`config.mk`:
```
export PLATFORM = sky130hd
export DESIGN_NAME = drive_operation_mode_selector
export DESIGN_NICKNAME = d
export VERILOG_FILES = /design/src/op_mode_pkg.sv /design/src/drive_operation_mode_selector.sv /design/src/mode_policy.sv
export SDC_FILE = /design/constraint.sdc
export NUM_CORES = 1
export LEC_CHECK = 0
export ABC_AREA = 1
export BUFFER_PORTS_ARGS = -buffer_cell sky130_fd_sc_hd__buf_4
export CAP_MARGIN = 15
export CORE_ASPECT_RATIO = 1.75
export CORE_MARGIN = 1.5
export CORE_UTILIZATION = 30
export CTS_BUF_LIST = sky130_fd_sc_hd__clkbuf_4
export CTS_CLUSTER_SIZE = 28
export DETAILED_ROUTE_END_ITERATION = 6
export GPL_TIMING_DRIVEN = 0
export PLACE_DENSITY = 0.63
export SETUP_SLACK_MARGIN = 0.05
export SLEW_MARGIN = 20
export SYNTH_ARGS = -nofsm -noshare
export SYNTH_HDL_FRONTEND = slang
export SYNTH_SLANG_ARGS = --single-unit
export TNS_END_PERCENT = 50
```
`constraint.sdc`:
```
create_clock -name aclk -period 1.6 [get_ports aclk]
set_input_delay 0.16 -clock aclk [delete_from_list [all_inputs] [get_ports aclk]]
set_output_delay 0.16 -clock aclk [all_outputs]
set_load 0.1 [all_outputs]
```
`src/op_mode_pkg.sv`:
```
// shared constants and types for the drive operation mode selector
// assumes a single 20 MHz clock domain and an AXI4-Lite register slave
package op_mode_pkg;

  // register byte offsets
  localparam logic [7:0] STARTUP_OFF  = 8'h00;
  localparam logic [7:0] MODE_SEL_OFF = 8'h04;
  localparam logic [7:0] COAST_OFF    = 8'h08;
  localparam logic [7:0] MODE_REQ_OFF = 8'h0c;
  localparam logic [7:0] STATUS_OFF   = 8'h10;

  // values after reset
  localparam logic [3:0]  STARTUP_RST  = 4'h0;
  localparam logic [2:0]  MODE_SEL_RST = 3'h0;
  localparam logic [13:0] COAST_RST    = 14'h270f;

  // restart coasting time value that disables automatic restart
  localparam logic [13:0] COAST_NO_RESTART = 14'h270f;

  // startup mode setting codes
  localparam logic [3:0] SU_0  = 4'h0;
  localparam logic [3:0] SU_1  = 4'h1;
  localparam logic [3:0] SU_2  = 4'h2;
  localparam logic [3:0] SU_10 = 4'ha;
  localparam logic [3:0] SU_12 = 4'hc;

  // mode select setting codes; 5 is not a legal setting
  localparam logic [2:0] MS_0 = 3'h0;
  localparam logic [2:0] MS_1 = 3'h1;
  localparam logic [2:0] MS_2 = 3'h2;
  localparam logic [2:0] MS_3 = 3'h3;
  localparam logic [2:0] MS_4 = 3'h4;
  localparam logic [2:0] MS_5 = 3'h5;
  localparam logic [2:0] MS_6 = 3'h6;
  localparam logic [2:0] MS_7 = 3'h7;

  // status register field positions
  localparam int ST_MODE_LSB    = 0;
  localparam int ST_LATCH_LSB   = 4;
  localparam int ST_REFUSED_BIT = 8;
  localparam int ST_CLEAR_BIT   = 9;
  localparam int ST_PWEN_BIT    = 10;
  localparam int ST_PEND_BIT    = 11;

  // axi responses
  localparam logic [1:0] RESP_OKAY   = 2'h0;
  localparam logic [1:0] RESP_SLVERR = 2'h2;

  typedef enum logic [1:0] {
    terminal_mode,
    panel_mode,
    network_mode,
    combined_mode
  } op_mode_t;

endpackage
```
`src/drive_operation_mode_selector.sv`:
```
// drive operation mode selector with an axi4-lite register slave
// assumes all inputs synchronous to aclk; key and request inputs are one-cycle pulses
//
// The address map and the AXI4-Lite interface to the registers were chosen for this implementation.
`timescale 1ns/1ns

module drive_operation_mode_selector (
  input  wire logic        aclk,
  input  wire logic        aresetn,
  input  wire logic [7:0]  awaddr,
  input  wire logic        awvalid,
  output logic             awready,
  input  wire logic [31:0] wdata,
  input  wire logic [3:0]  wstrb,
  input  wire logic        wvalid,
  output logic             wready,
  output logic [1:0]       bresp,
  output logic             bvalid,
  input  wire logic        bready,
  input  wire logic [7:0]  araddr,
  input  wire logic        arvalid,
  output logic             arready,
  output logic [31:0]      rdata,
  output logic [1:0]       rresp,
  output logic             rvalid,
  input  wire logic        rready,
  input  wire logic        forward_start_input,
  input  wire logic        reverse_start_input,
  input  wire logic        drive_stopped,
  input  wire logic        mode_lock_input,
  input  wire logic        panel_mode_key,
  input  wire logic        panel_network_toggle_input,
  input  wire logic        net_mode_req_valid,
  input  wire logic [1:0]  net_mode_req_target,
  input  wire logic        net_param_write_valid,
  input  wire logic        power_restored,
  input  wire logic        drive_reset_req,
  output logic [1:0]       op_mode,
  output logic             mode_req_refused,
  output logic             start_cmd_clear,
  output logic             resume_operation,
  output logic             param_write_ack,
  output logic             param_write_nack
);

  typedef struct packed {
    logic                  awready;
    logic                  wready;
    logic                  bvalid;
    logic [1:0]            bresp;
    logic                  aw_have;
    logic                  w_have;
    logic [7:0]            waddr;
    logic [31:0]           wdata;
    logic [3:0]            wstrb;
    logic                  arready;
    logic                  rvalid;
    logic [1:0]            rresp;
    logic [31:0]           rdata;
    logic [3:0]            startup;
    logic [2:0]            mode_sel;
    logic [13:0]           coast;
    logic [3:0]            latched;
    logic                  powered;
    op_mode_pkg::op_mode_t mode;
    logic                  refused;
    logic                  refused_pulse;
    logic                  start_clear;
    logic                  resume;
    logic                  pw_ack;
    logic                  pw_nack;
    logic                  sw_req;
    op_mode_pkg::op_mode_t sw_target;
    logic                  toggle_q;
  } state_t;

  state_t                s_reg;
  state_t                s_next;
  logic                  quiet;
  logic                  latch_now;
  logic [3:0]            eff_setting;
  logic                  force_term;
  logic                  tog_rise;
  logic                  panel_req;
  logic                  req;
  logic                  take_sw;
  op_mode_pkg::op_mode_t req_target;
  op_mode_pkg::op_mode_t powerup;
  logic                  allowed;
  logic                  aw_hs;
  logic                  w_hs;
  logic                  ar_hs;
  logic                  do_wr;
  logic [7:0]            wr_addr;
  logic [31:0]           wr_data;
  logic [3:0]            wr_strb;
  logic                  direct_ok;

  assign quiet       = drive_stopped && !forward_start_input && !reverse_start_input;
  // the startup setting is only sampled here, so later writes wait for a reset
  assign latch_now   = !s_reg.powered || drive_reset_req;
  assign eff_setting = latch_now ? s_reg.startup : s_reg.latched;
  assign force_term  = (s_reg.mode_sel == op_mode_pkg::MS_7) && !mode_lock_input;
  assign tog_rise    = panel_network_toggle_input && !s_reg.toggle_q;
  assign panel_req   = panel_mode_key || tog_rise;
  assign direct_ok   = (s_reg.latched == op_mode_pkg::SU_10) ||
                       (s_reg.latched == op_mode_pkg::SU_12);

  // request priority: panel key/toggle, then network master, then software
  always_comb begin
    req        = 1'b1;
    take_sw    = 1'b0;
    req_target = op_mode_pkg::terminal_mode;
    if (panel_req) begin
      req_target = (s_reg.mode == op_mode_pkg::panel_mode) ? op_mode_pkg::network_mode
                                                           : op_mode_pkg::panel_mode;
    end else if (net_mode_req_valid) begin
      req_target = op_mode_pkg::op_mode_t'(net_mode_req_target);
    end else if (s_reg.sw_req) begin
      req_target = s_reg.sw_target;
      take_sw    = 1'b1;
    end else begin
      req = 1'b0;
    end
  end
  mode_policy policy (
    .startup_mode_setting (eff_setting),
    .mode_select_setting  (s_reg.mode_sel),
    .mode_lock_input      (mode_lock_input),
    .quiet                (quiet),
    .current              (s_reg.mode),
    .target               (req_target),
    .powerup              (powerup),
    .allowed              (allowed)
  );
  assign aw_hs   = awvalid && s_reg.awready;
  assign w_hs    = wvalid && s_reg.wready;
  assign ar_hs   = arvalid && s_reg.arready;
  assign do_wr   = (s_reg.aw_have || aw_hs) && (s_reg.w_have || w_hs);
  assign wr_addr = s_reg.aw_have ? s_reg.waddr : awaddr;
  assign wr_data = s_reg.w_have ? s_reg.wdata : wdata;
  assign wr_strb = s_reg.w_have ? s_reg.wstrb : wstrb;

  always_comb begin
    s_next               = s_reg;
    s_next.refused_pulse = 1'b0;
    s_next.resume        = 1'b0;
    s_next.pw_ack        = 1'b0;
    s_next.pw_nack       = 1'b0;
    s_next.toggle_q      = panel_network_toggle_input;
    // write channel: address and data may arrive in either order
    if (aw_hs) begin
      s_next.aw_have = 1'b1;
      s_next.waddr   = awaddr;
    end
    if (w_hs) begin
      s_next.w_have = 1'b1;
      s_next.wdata  = wdata;
      s_next.wstrb  = wstrb;
    end
    if (s_reg.bvalid && bready) s_next.bvalid = 1'b0;
    if (take_sw) s_next.sw_req = 1'b0;
    if (do_wr) begin
      s_next.aw_have = 1'b0;
      s_next.w_have  = 1'b0;
      s_next.bvalid  = 1'b1;
      s_next.bresp   = op_mode_pkg::RESP_OKAY;
      case (wr_addr)
        op_mode_pkg::STARTUP_OFF: begin
          // no mode check: writable from any operating mode
          if (wr_strb[0] && (wr_data[3:0] == op_mode_pkg::SU_0 ||
              wr_data[3:0] == op_mode_pkg::SU_1 || wr_data[3:0] == op_mode_pkg::SU_2 ||
              wr_data[3:0] == op_mode_pkg::SU_10 || wr_data[3:0] == op_mode_pkg::SU_12)) begin
            s_next.startup = wr_data[3:0];
          end
        end
        op_mode_pkg::MODE_SEL_OFF: begin
          if (wr_strb[0] && wr_data[2:0] != op_mode_pkg::MS_5) s_next.mode_sel = wr_data[2:0];
        end
        op_mode_pkg::COAST_OFF: begin
          if (wr_strb[0]) s_next.coast[7:0] = wr_data[7:0];
          if (wr_strb[1]) s_next.coast[13:8] = wr_data[13:8];
        end
        op_mode_pkg::MODE_REQ_OFF: begin
          if (wr_strb[0]) begin
            s_next.sw_req    = 1'b1;
            s_next.sw_target = op_mode_pkg::op_mode_t'(wr_data[1:0]);
          end
        end
        op_mode_pkg::STATUS_OFF: s_next.bresp = op_mode_pkg::RESP_OKAY;
        default: s_next.bresp = op_mode_pkg::RESP_SLVERR;
      endcase
    end
    s_next.awready = !s_next.aw_have && !s_next.bvalid;
    s_next.wready  = !s_next.w_have && !s_next.bvalid;
    // read channel
    if (s_reg.rvalid && rready) s_next.rvalid = 1'b0;
    if (ar_hs) begin
      s_next.rvalid = 1'b1;
      s_next.rdata  = '0;
      s_next.rresp  = op_mode_pkg::RESP_OKAY;
      case (araddr)
        op_mode_pkg::STARTUP_OFF:  s_next.rdata[3:0]  = s_reg.startup;
        op_mode_pkg::MODE_SEL_OFF: s_next.rdata[2:0]  = s_reg.mode_sel;
        op_mode_pkg::COAST_OFF:    s_next.rdata[13:0] = s_reg.coast;
        op_mode_pkg::MODE_REQ_OFF: s_next.rdata[1:0]  = s_reg.sw_target;
        op_mode_pkg::STATUS_OFF: begin
          s_next.rdata[op_mode_pkg::ST_MODE_LSB +: 2]  = s_reg.mode;
          s_next.rdata[op_mode_pkg::ST_LATCH_LSB +: 4] = s_reg.latched;
          s_next.rdata[op_mode_pkg::ST_REFUSED_BIT]    = s_reg.refused;
          s_next.rdata[op_mode_pkg::ST_CLEAR_BIT]      = s_reg.start_clear;
          s_next.rdata[op_mode_pkg::ST_PWEN_BIT] = (s_reg.mode == op_mode_pkg::network_mode);
          s_next.rdata[op_mode_pkg::ST_PEND_BIT]       = s_reg.sw_req;
        end
        default: s_next.rresp = op_mode_pkg::RESP_SLVERR;
      endcase
    end
    s_next.arready = !s_next.rvalid;
    // operating mode; requests arriving with a reset or restoration are dropped
    if (latch_now) begin
      s_next.latched = s_reg.startup;
      s_next.powered = 1'b1;
      s_next.mode    = powerup;
    end else if (power_restored) begin
      s_next.mode = powerup;
    end else if (force_term) begin
      s_next.mode = op_mode_pkg::terminal_mode;
      if (req) begin
        s_next.refused       = 1'b1;
        s_next.refused_pulse = 1'b1;
      end
    end else if (req) begin
      if (allowed) begin
        s_next.mode    = req_target;
        s_next.refused = 1'b0;
      end else begin
        s_next.refused       = 1'b1;
        s_next.refused_pulse = 1'b1;
      end
    end
    // start command clearing: a fresh restoration wins over release of the starts
    if (!forward_start_input && !reverse_start_input) s_next.start_clear = 1'b0;
    if (s_reg.powered && power_restored &&
        (s_reg.latched == op_mode_pkg::SU_1 || s_reg.latched == op_mode_pkg::SU_10) &&
        (forward_start_input || reverse_start_input)) begin
      s_next.start_clear = 1'b1;
    end
    if (s_reg.powered && power_restored && s_reg.coast != op_mode_pkg::COAST_NO_RESTART) begin
      s_next.resume = 1'b1;
    end
    if (net_param_write_valid) begin
      s_next.pw_ack  = (s_reg.mode == op_mode_pkg::network_mode);
      s_next.pw_nack = (s_reg.mode != op_mode_pkg::network_mode);
    end
  end
  always_ff @(posedge aclk) begin
    if (!aresetn) begin
      s_reg          <= '0;
      s_reg.startup  <= op_mode_pkg::STARTUP_RST;
      s_reg.mode_sel <= op_mode_pkg::MODE_SEL_RST;
      s_reg.coast    <= op_mode_pkg::COAST_RST;
    end else begin
      s_reg <= s_next;
    end
  end

  assign awready          = s_reg.awready;
  assign wready           = s_reg.wready;
  assign bvalid           = s_reg.bvalid;
  assign bresp            = s_reg.bresp;
  assign arready          = s_reg.arready;
  assign rvalid           = s_reg.rvalid;
  assign rresp            = s_reg.rresp;
  assign rdata            = s_reg.rdata;
  assign op_mode          = s_reg.mode;
  assign mode_req_refused = s_reg.refused_pulse;
  assign start_cmd_clear  = s_reg.start_clear;
  assign resume_operation = s_reg.resume;
  assign param_write_ack  = s_reg.pw_ack;
  assign param_write_nack = s_reg.pw_nack;

  property p_quiet_change;
    @(posedge aclk) disable iff (!aresetn)
      ($past(s_reg.powered) && !$past(latch_now) && !$past(power_restored) &&
       !$past(force_term) && $past(s_reg.mode_sel) != op_mode_pkg::MS_6 &&
       s_reg.mode != $past(s_reg.mode)) |-> $past(quiet);
  endproperty
  a_quiet_change: assert property (p_quiet_change) else $error("changed while running");
  property p_latch_stable;
    @(posedge aclk) disable iff (!aresetn)
      (s_reg.powered && !drive_reset_req) |=> $stable(s_reg.latched);
  endproperty
  a_latch_stable: assert property (p_latch_stable) else $error("applied without reset");
  property p_no_direct;
    @(posedge aclk) disable iff (!aresetn)
      ($past(s_reg.powered) && !$past(latch_now) && !$past(power_restored) &&
       (($past(s_reg.mode) == op_mode_pkg::panel_mode &&
         s_reg.mode == op_mode_pkg::network_mode) ||
        ($past(s_reg.mode) == op_mode_pkg::network_mode &&
         s_reg.mode == op_mode_pkg::panel_mode))) |-> $past(direct_ok);
  endproperty
  a_no_direct: assert property (p_no_direct) else $error("direct panel/network change");
  property p_panel_fixed;
    @(posedge aclk) disable iff (!aresetn)
      (s_reg.mode_sel == op_mode_pkg::MS_1 && s_reg.mode == op_mode_pkg::panel_mode)
        |=> s_reg.mode == op_mode_pkg::panel_mode;
  endproperty
  a_panel_fixed: assert property (p_panel_fixed) else $error("left fixed panel mode");
  property p_combined_fixed;
    @(posedge aclk) disable iff (!aresetn)
      ((s_reg.mode_sel == op_mode_pkg::MS_3 || s_reg.mode_sel == op_mode_pkg::MS_4) &&
       s_reg.mode == op_mode_pkg::combined_mode) |=> s_reg.mode == op_mode_pkg::combined_mode;
  endproperty
  a_combined_fixed: assert property (p_combined_fixed) else $error("left combined mode");
  property p_lock_force;
    @(posedge aclk) disable iff (!aresetn)
      (s_reg.powered && !drive_reset_req && force_term)
        |=> s_reg.mode == op_mode_pkg::terminal_mode;
  endproperty
  a_lock_force: assert property (p_lock_force) else $error("terminal not forced");
  property p_net_fixed;
    @(posedge aclk) disable iff (!aresetn)
      (direct_ok && !latch_now && s_reg.mode_sel == op_mode_pkg::MS_2 &&
       s_reg.mode == op_mode_pkg::network_mode) |=> s_reg.mode == op_mode_pkg::network_mode;
  endproperty
  a_net_fixed: assert property (p_net_fixed) else $error("left fixed network mode");
  property p_start_clear;
    @(posedge aclk) disable iff (!aresetn)
      (s_reg.powered && power_restored &&
       (s_reg.latched == op_mode_pkg::SU_1 || s_reg.latched == op_mode_pkg::SU_10) &&
       (forward_start_input || reverse_start_input)) |=> start_cmd_clear;
  endproperty
  a_start_clear: assert property (p_start_clear) else $error("start command not cleared");
  property p_resume;
    @(posedge aclk) disable iff (!aresetn)
      (s_reg.powered && power_restored && s_reg.coast != op_mode_pkg::COAST_NO_RESTART)
        |=> resume_operation;
  endproperty
  a_resume: assert property (p_resume) else $error("no resume after restoration");
  property p_param_write;
    @(posedge aclk) disable iff (!aresetn)
      (net_param_write_valid && s_reg.mode == op_mode_pkg::network_mode)
        |=> (param_write_ack && !param_write_nack);
  endproperty
  a_param_write: assert property (p_param_write) else $error("parameter write refused");

endmodule // drive_operation_mode_selector

```
`src/mode_policy.sv`:
```
// mode policy: power-up mode and permission for one mode change request
// purely combinational; the caller registers whatever it decides
`timescale 1ns/1ns
module mode_policy (
  input  wire logic [3:0]           startup_mode_setting,
  input  wire logic [2:0]           mode_select_setting,
  input  wire logic                 mode_lock_input,
  input  wire logic                 quiet,
  input  wire op_mode_pkg::op_mode_t current,
  input  wire op_mode_pkg::op_mode_t target,
  output op_mode_pkg::op_mode_t     powerup,
  output logic                      allowed
);
  logic net_first;
  logic net_direct;
  logic pn;
  logic tgt_ok;
  logic run_ok;

  always_comb begin
    net_first  = (startup_mode_setting == op_mode_pkg::SU_1) ||
                 (startup_mode_setting == op_mode_pkg::SU_2);
    net_direct = (startup_mode_setting == op_mode_pkg::SU_10) ||
                 (startup_mode_setting == op_mode_pkg::SU_12);
    pn = ((current == op_mode_pkg::panel_mode) && (target == op_mode_pkg::network_mode)) ||
         ((current == op_mode_pkg::network_mode) && (target == op_mode_pkg::panel_mode));
    tgt_ok = (target != current) && (target != op_mode_pkg::combined_mode);
    run_ok = quiet || (mode_select_setting == op_mode_pkg::MS_6);
    powerup = op_mode_pkg::terminal_mode;
    allowed = 1'b0;
    case (mode_select_setting)
      op_mode_pkg::MS_1: begin
        powerup = op_mode_pkg::panel_mode;
      end
      op_mode_pkg::MS_3, op_mode_pkg::MS_4: begin
        powerup = op_mode_pkg::combined_mode;
      end
      op_mode_pkg::MS_2: begin
        powerup = (net_first || net_direct) ? op_mode_pkg::network_mode
                                            : op_mode_pkg::terminal_mode;
        allowed = !net_direct && quiet && tgt_ok && (target != op_mode_pkg::panel_mode);
      end
      op_mode_pkg::MS_0, op_mode_pkg::MS_6: begin
        powerup = (net_first || net_direct) ? op_mode_pkg::network_mode
                                            : op_mode_pkg::terminal_mode;
        allowed = run_ok && tgt_ok && (net_direct ? pn : !pn);
      end
      op_mode_pkg::MS_7: begin
        powerup = (net_first && mode_lock_input) ? op_mode_pkg::network_mode
                                                 : op_mode_pkg::terminal_mode;
        allowed = mode_lock_input && quiet && tgt_ok && !pn;
      end
      default: begin
        powerup = op_mode_pkg::terminal_mode;
        allowed = 1'b0;
      end
    endcase
  end
endmodule // mode_policy

```
Word level (Yosys, flattened, before mapping)
Cells that the tools add are included.
W data, S select, Z words.
{ "totals": {"ff_bits": 87, "in_bits": 71, "output_inout_bits": 48, "word_cells": 189} }
{ "op_classes": {"eq_ne": 34, "muxes": 45, "bitwise_logic": 3, "n_reduce_logical": 78} }
{ "ops": {"columns": ["operator", "count"], "rows": [
  ["$mux W35", 1],
  ["$eq A8 B4 Y1 const B", 4],
  ["$logic_and A1 B1 Y1", 31],
  ["$mux W2", 14],
  ["$eq A4 B4 Y1 const B", 5],
  ["$reduce_and A3 Y1", 6],
  ["$eq A8 B3 Y1 const B", 2],
  ["$eq A8 B5 Y1 const B", 2],
  ["$logic_not A8 Y1", 2],
  ["$pmux W8 S2", 1],
  ["$logic_or A1 B1 Y1", 15],
  ["$mux W1", 15],
  ["$mux W14", 1],
  ["$ne A14 B14 Y1 const B", 1],
  ["$eq A4 B1 Y1 const B", 3],
  ["$mux W4", 3],
  ["$logic_not A1 Y1", 11],
  ["$pmux W2 S5", 1],
  ["$reduce_or A5 Y1", 2],
  ["$eq A3 B3 Y1 const B", 3],
  ["$mux W3", 3],
  ["$eq A4 B2 Y1 const B", 2],
  ["$mux W8", 1],
  ["$pmux W2 S4", 1],
  ["other kinds (19)", 30]
]} }

Logic depth before layout (Yosys ltp)
{ "logic_depth": {"ltp_word": 16, "depth_mapped": 14, "mapped_depth_nobuf": 14} }

Hierarchy
From an unflattened synthesis, not the netlist that was laid out.
{ "hier_totals": {"hier_cells": 683, "area_unflattened_um2": 4576.9} }
{ "modules_own_cells": {"columns": ["mod", "n_inst", "cells_per_inst", "area_per_inst_um2", "seq_area_each_um2"], "rows": [
  ["drive_operation_mode_selector", 1, 621, 4305.4, 1701.6],
  ["mode_policy", 1, 62, 271.5, 0.0]
]} }

Worst setup path after synthesis
Ideal clock, no wire load.
{ "synth_timing": {"kind": "reg-to-reg", "startpoint": "reg s_reg, in the netlist awready", "endpoint": "reg s_reg[34] (netlist name)", "setup_ps": 119, "arrival_time_ps": 2212, "required_time_ps": 1481, "path_slack_ps": -731, "path_stages_with_launch": 12, "n_path_buf": 0, "period_less_slack_ps": 2331, "path_cell_list": "dfxtp_1 -> nand2_2 -> inv_2 -> nor2_1 -> inv_2 -> nand2_2 -> inv_1 -> nand2_2 -> nor2_4 -> nand4_4 -> o21ai_0 -> a21oi_1"} }
{ "synth_between": {"elab_chain_cells": 4} }
{ "synth_rtl": {"columns": ["element", "line", "text"], "rows": [
  ["from (decl)", "drive_operation_mode_selector.sv:77", "state_t s_reg;"],
  ["from (signal assigned)", "drive_operation_mode_selector.sv:263", "s_reg <= s_next;"],
  ["$logic_and A1 B1 Y1", "drive_operation_mode_selector.sv:136", "assign aw_hs = awvalid && s_reg.awready;"],
  ["$logic_or A1 B1 Y1", "drive_operation_mode_selector.sv:139", "assign do_wr = (s_reg.aw_have || aw_hs) && (s_reg.w_have || w_hs);"],
  ["$logic_and A1 B1 Y1", "drive_operation_mode_selector.sv:139", null],
  ["$reduce_and A3 Y1 (no line)", null, null]
]} }
No other way between the ends.
A chain may end at the register's enable or synchronous reset.

Final worst setup path
{ "layout_timing": {"startpoint": "reg s_reg[119] (netlist name)", "endpoint": "reg s_reg[18] (netlist name)"} }
{ "layout_between": {"elab_chain_cells": 3, "elab_cells_between_ends": 5, "classes_between": "eq/ne (1); mux (1); reduce/logical (3)"} }
{ "layout_rtl": {"columns": ["element", "line"], "rows": [
  ["$mux W8 / $logic_or A1 B1 Y1 (equally long branches)", "drive_operation_mode_selector.sv:140, drive_operation_mode_selector.sv:139"],
  ["$eq A8 B4 Y1 / $logic_and A1 B1 Y1 (equally long branches)", "drive_operation_mode_selector.sv:168, drive_operation_mode_selector.sv:139"],
  ["$reduce_and A3 Y1 (no line) (*)", null]
]} }
Mark *: on every way between the ends. The rest lies on a longest branch, timed or not.

==> flow_metrics.tcl <==
set metrics [dict create \
    status "complete, but fails checks" \
    violations "setup timing" \
    finalHoldViolCount 0 \
    syn_inst 620 \
    hp-class "input pin to register" \
    numCtsBuffers 9 \
    grt-ovfl-total 0 \
    synth-xor-area-share 0 \
    ys_warn_count 0 \
    clockBufferDepth 2 \
    setup_slack_ns -0.186 \
    slew_headroom 0.513 \
    die_h_um 163 \
    nets 848 \
    final_layout_size_suffix_gt1_frac 0.318 \
    synth_fa_ha_area_frac 0 \
    cts-root-buf "clkbuf_4" \
    dieArea_um2 15400 \
    post-route-period-util 1.12 \
    htree_levels 3 \
    wl_met2_um 7060 \
    clkLatencyLatePin_ns 0.45 \
    critPathMaxFanout 7 \
    clk_pin_slew_ns 0.14 \
    synth.distinct_cells 42 \
    final_cells 963 \
    crit_top_cell "buf_4" \
    synth_area_um2 4390 \
    die_w_um 94.5 \
    finalPower_mw 5.28 \
    fmax_mhz 560 \
    utilization 0.430 \
    layout_min_cycle_time_ns 1.79 \
    highest_layer "met4" \
    drt-vias-per-instance 4.56 \
    largest_reg_flops 57 \
    grt_pass1_vias 4107 \
    synthSimpleGateAreaFrac 0.274 \
    startpoint_type "register" \
    dr.pass1.iters 5 \
    async_flop_share 0 \
    io_pins 119 \
    fin_area_um2 6180 \
    place_area_um2 5310 \
    ir_worst_vdd_uv 696 \
    io_buffers 78 \
    routed_wl_um 12500 \
    path_cells "or2_1 > o22ai_2 > nand2_2 > nor2_8 > nand3_4 > buf_4 > nor2_4 > buf_4 > nand2_1 > o211ai_1" \
    final_common_cell "buf_4" \
    synth_seq_cells 85 \
    antenna_found_initial 1 \
    num_rows 58 \
    start_util 0.306 \
    cp-end-kind "register" \
    met3_length_um 480 \
    tightestPinTransition_ns 0.731 \
    wl_per_cell_um 13.0 \
    power.density_nw_per_um2 853 \
    cts_tree "done" \
    slowest_stage "dfxtp_4" \
    grt_setup_unrepaired "yes" \
    synth_compound_area_frac 0.170 \
    track_usage 0.162 \
    dp_worst_setup_slack_ns -0.705 \
    drc 0 \
    dp_hpwl_um 9530 \
    postRouteAntennaNets 0 \
    seq_area_frac_synth 0.387 \
    core_um2 14400 \
    final_cell_mix "buf_4 (133), nand2_1 (105), nor2_1 (84)" \
    arrival_ns 2.17 \
    grt_max_degree 15 \
    leakage_nw 2.87 \
    globalplace.congestion 0.876 \
    synth_area_per_cell_um2 7.09 \
    synth_top_family_by_area "simple AND/OR/NAND/NOR gates" \
    syn_to_final_growth_pct 40.7 \
    worstSetupPathType "register to register" \
    synth_flop_cell "dfxtp_1" \
    cts.sinks 85 \
    cpPeakStageDelay_ns 0.41 \
    vias 4394 \
    dp_cells 897 \
    grt_first_pass_wirelength_um 19200 \
    m1WireLength_um 4480 \
    maxSlewViolCount 0 \
    drt-initial-drc-count 188 \
    skew_ns 0.0137 \
    crit_required_ns 1.98 \
    synthMuxAreaShare 0.0159 \
    synth_edf_count 0 \
    setup_violations 22 \
    timing.max_cap.violations 0 \
]
## layout make-up
cell class | instances | area [um2]
tap | 180 | 225
antenna | 1 | 2.50
inverter | 73 | 292
buffer | 57 | 387
clock inverter | 7 | 114
multi-input combinational | 423 | 2320
timing repair buffer | 127 | 1040
sequential | 85 | 1720
fill | 1539 | 8190
clock buffer | 9 | 67.6
timing repair inverter | 1 | 7.51
## synth_stat cells, drive strengths merged (5+ instances only)
library cell,instances,area [um2]
nor2,94,384
a31oi,5,31.3
clkbuf,13,48.8
o22ai,5,37.5
nand3,24,143
nand2,127,492
mux2i,7,70.1
nor3,9,56.3
buf,45,344
dfxtp,85,1700
o21ai,58,290
nand4,8,65.1
inv,72,270
o211ai,9,97.6
o221ai,9,78.8
or2,5,31.3
a21oi,30,150
## layer usage
layer / vias to the layer above / global-route usage
li1: 2289 / -
met4: 0 / 0.0889
met5: - / 0
met1: 1976 / 0.151
met2: 101 / 0.323
met3: 28 / 0.0233
## worst max-delay path: cells and delay by family, from the launching register on
| kind | cells | cell delay [ns] |
|---|---|---|
| buf+inv | 2 | 0.31 |
| simple gates | 6 | 0.77 |
| compound gates | 2 | 0.22 |
| flops | 1 | 0.41 |
## cells by family after synthesis
family	count (synthesis)
simple gates	272
buf+inv	131
compound gates	124
flops	85
mux	7
other cells	1
## worst paths after layout
kind / startpoint / endpoint / cells past startpoint / slack, ns
hold reg to reg: s_reg[116] / s_reg[116] / 2 / 0.46
setup reg to reg: s_reg[119] / s_reg[18] / 10 / -0.19
setup / recovery: s_reg[119] / s_reg[18] / 10 / -0.19
hold / removal: power_restored / mode_req_refused / 4 / 0.02
## through the flow
| stage | TNS, ns | hold WS [ns] |
|---|---|---|
| 4_1_cts | -2.33 | 0.00272 |
| 6_report | -2.65 | 0.0189 |
| 3_3_place_gp | -9.74 | 0.358 |
| 2_1_floorplan | -0.00319 | 0.250 |
| 3_5_place_dp | -9.86 | 0.366 |
| 5_1_grt | -5.09 | 0.0330 |
## report_power, final
part           internal, mW  switching [mW]
registers              2.22          0.0631
logic                 0.464           0.978
clock network         0.783           0.769
total                  3.46            1.81
## repair_timing
action / 4_1_cts / 5_1_grt
pin swaps: 9 / 15
endpoints found under the setup margin: 39 / 61
resized for setup: 45 / 41
endpoints found under the hold margin: 34 / 0
hold buffers: 28 / 0
gates cloned: 2 / 0
buffers inserted: 11 / 10
No activity file was read; power rests on OpenSTA's default activity.
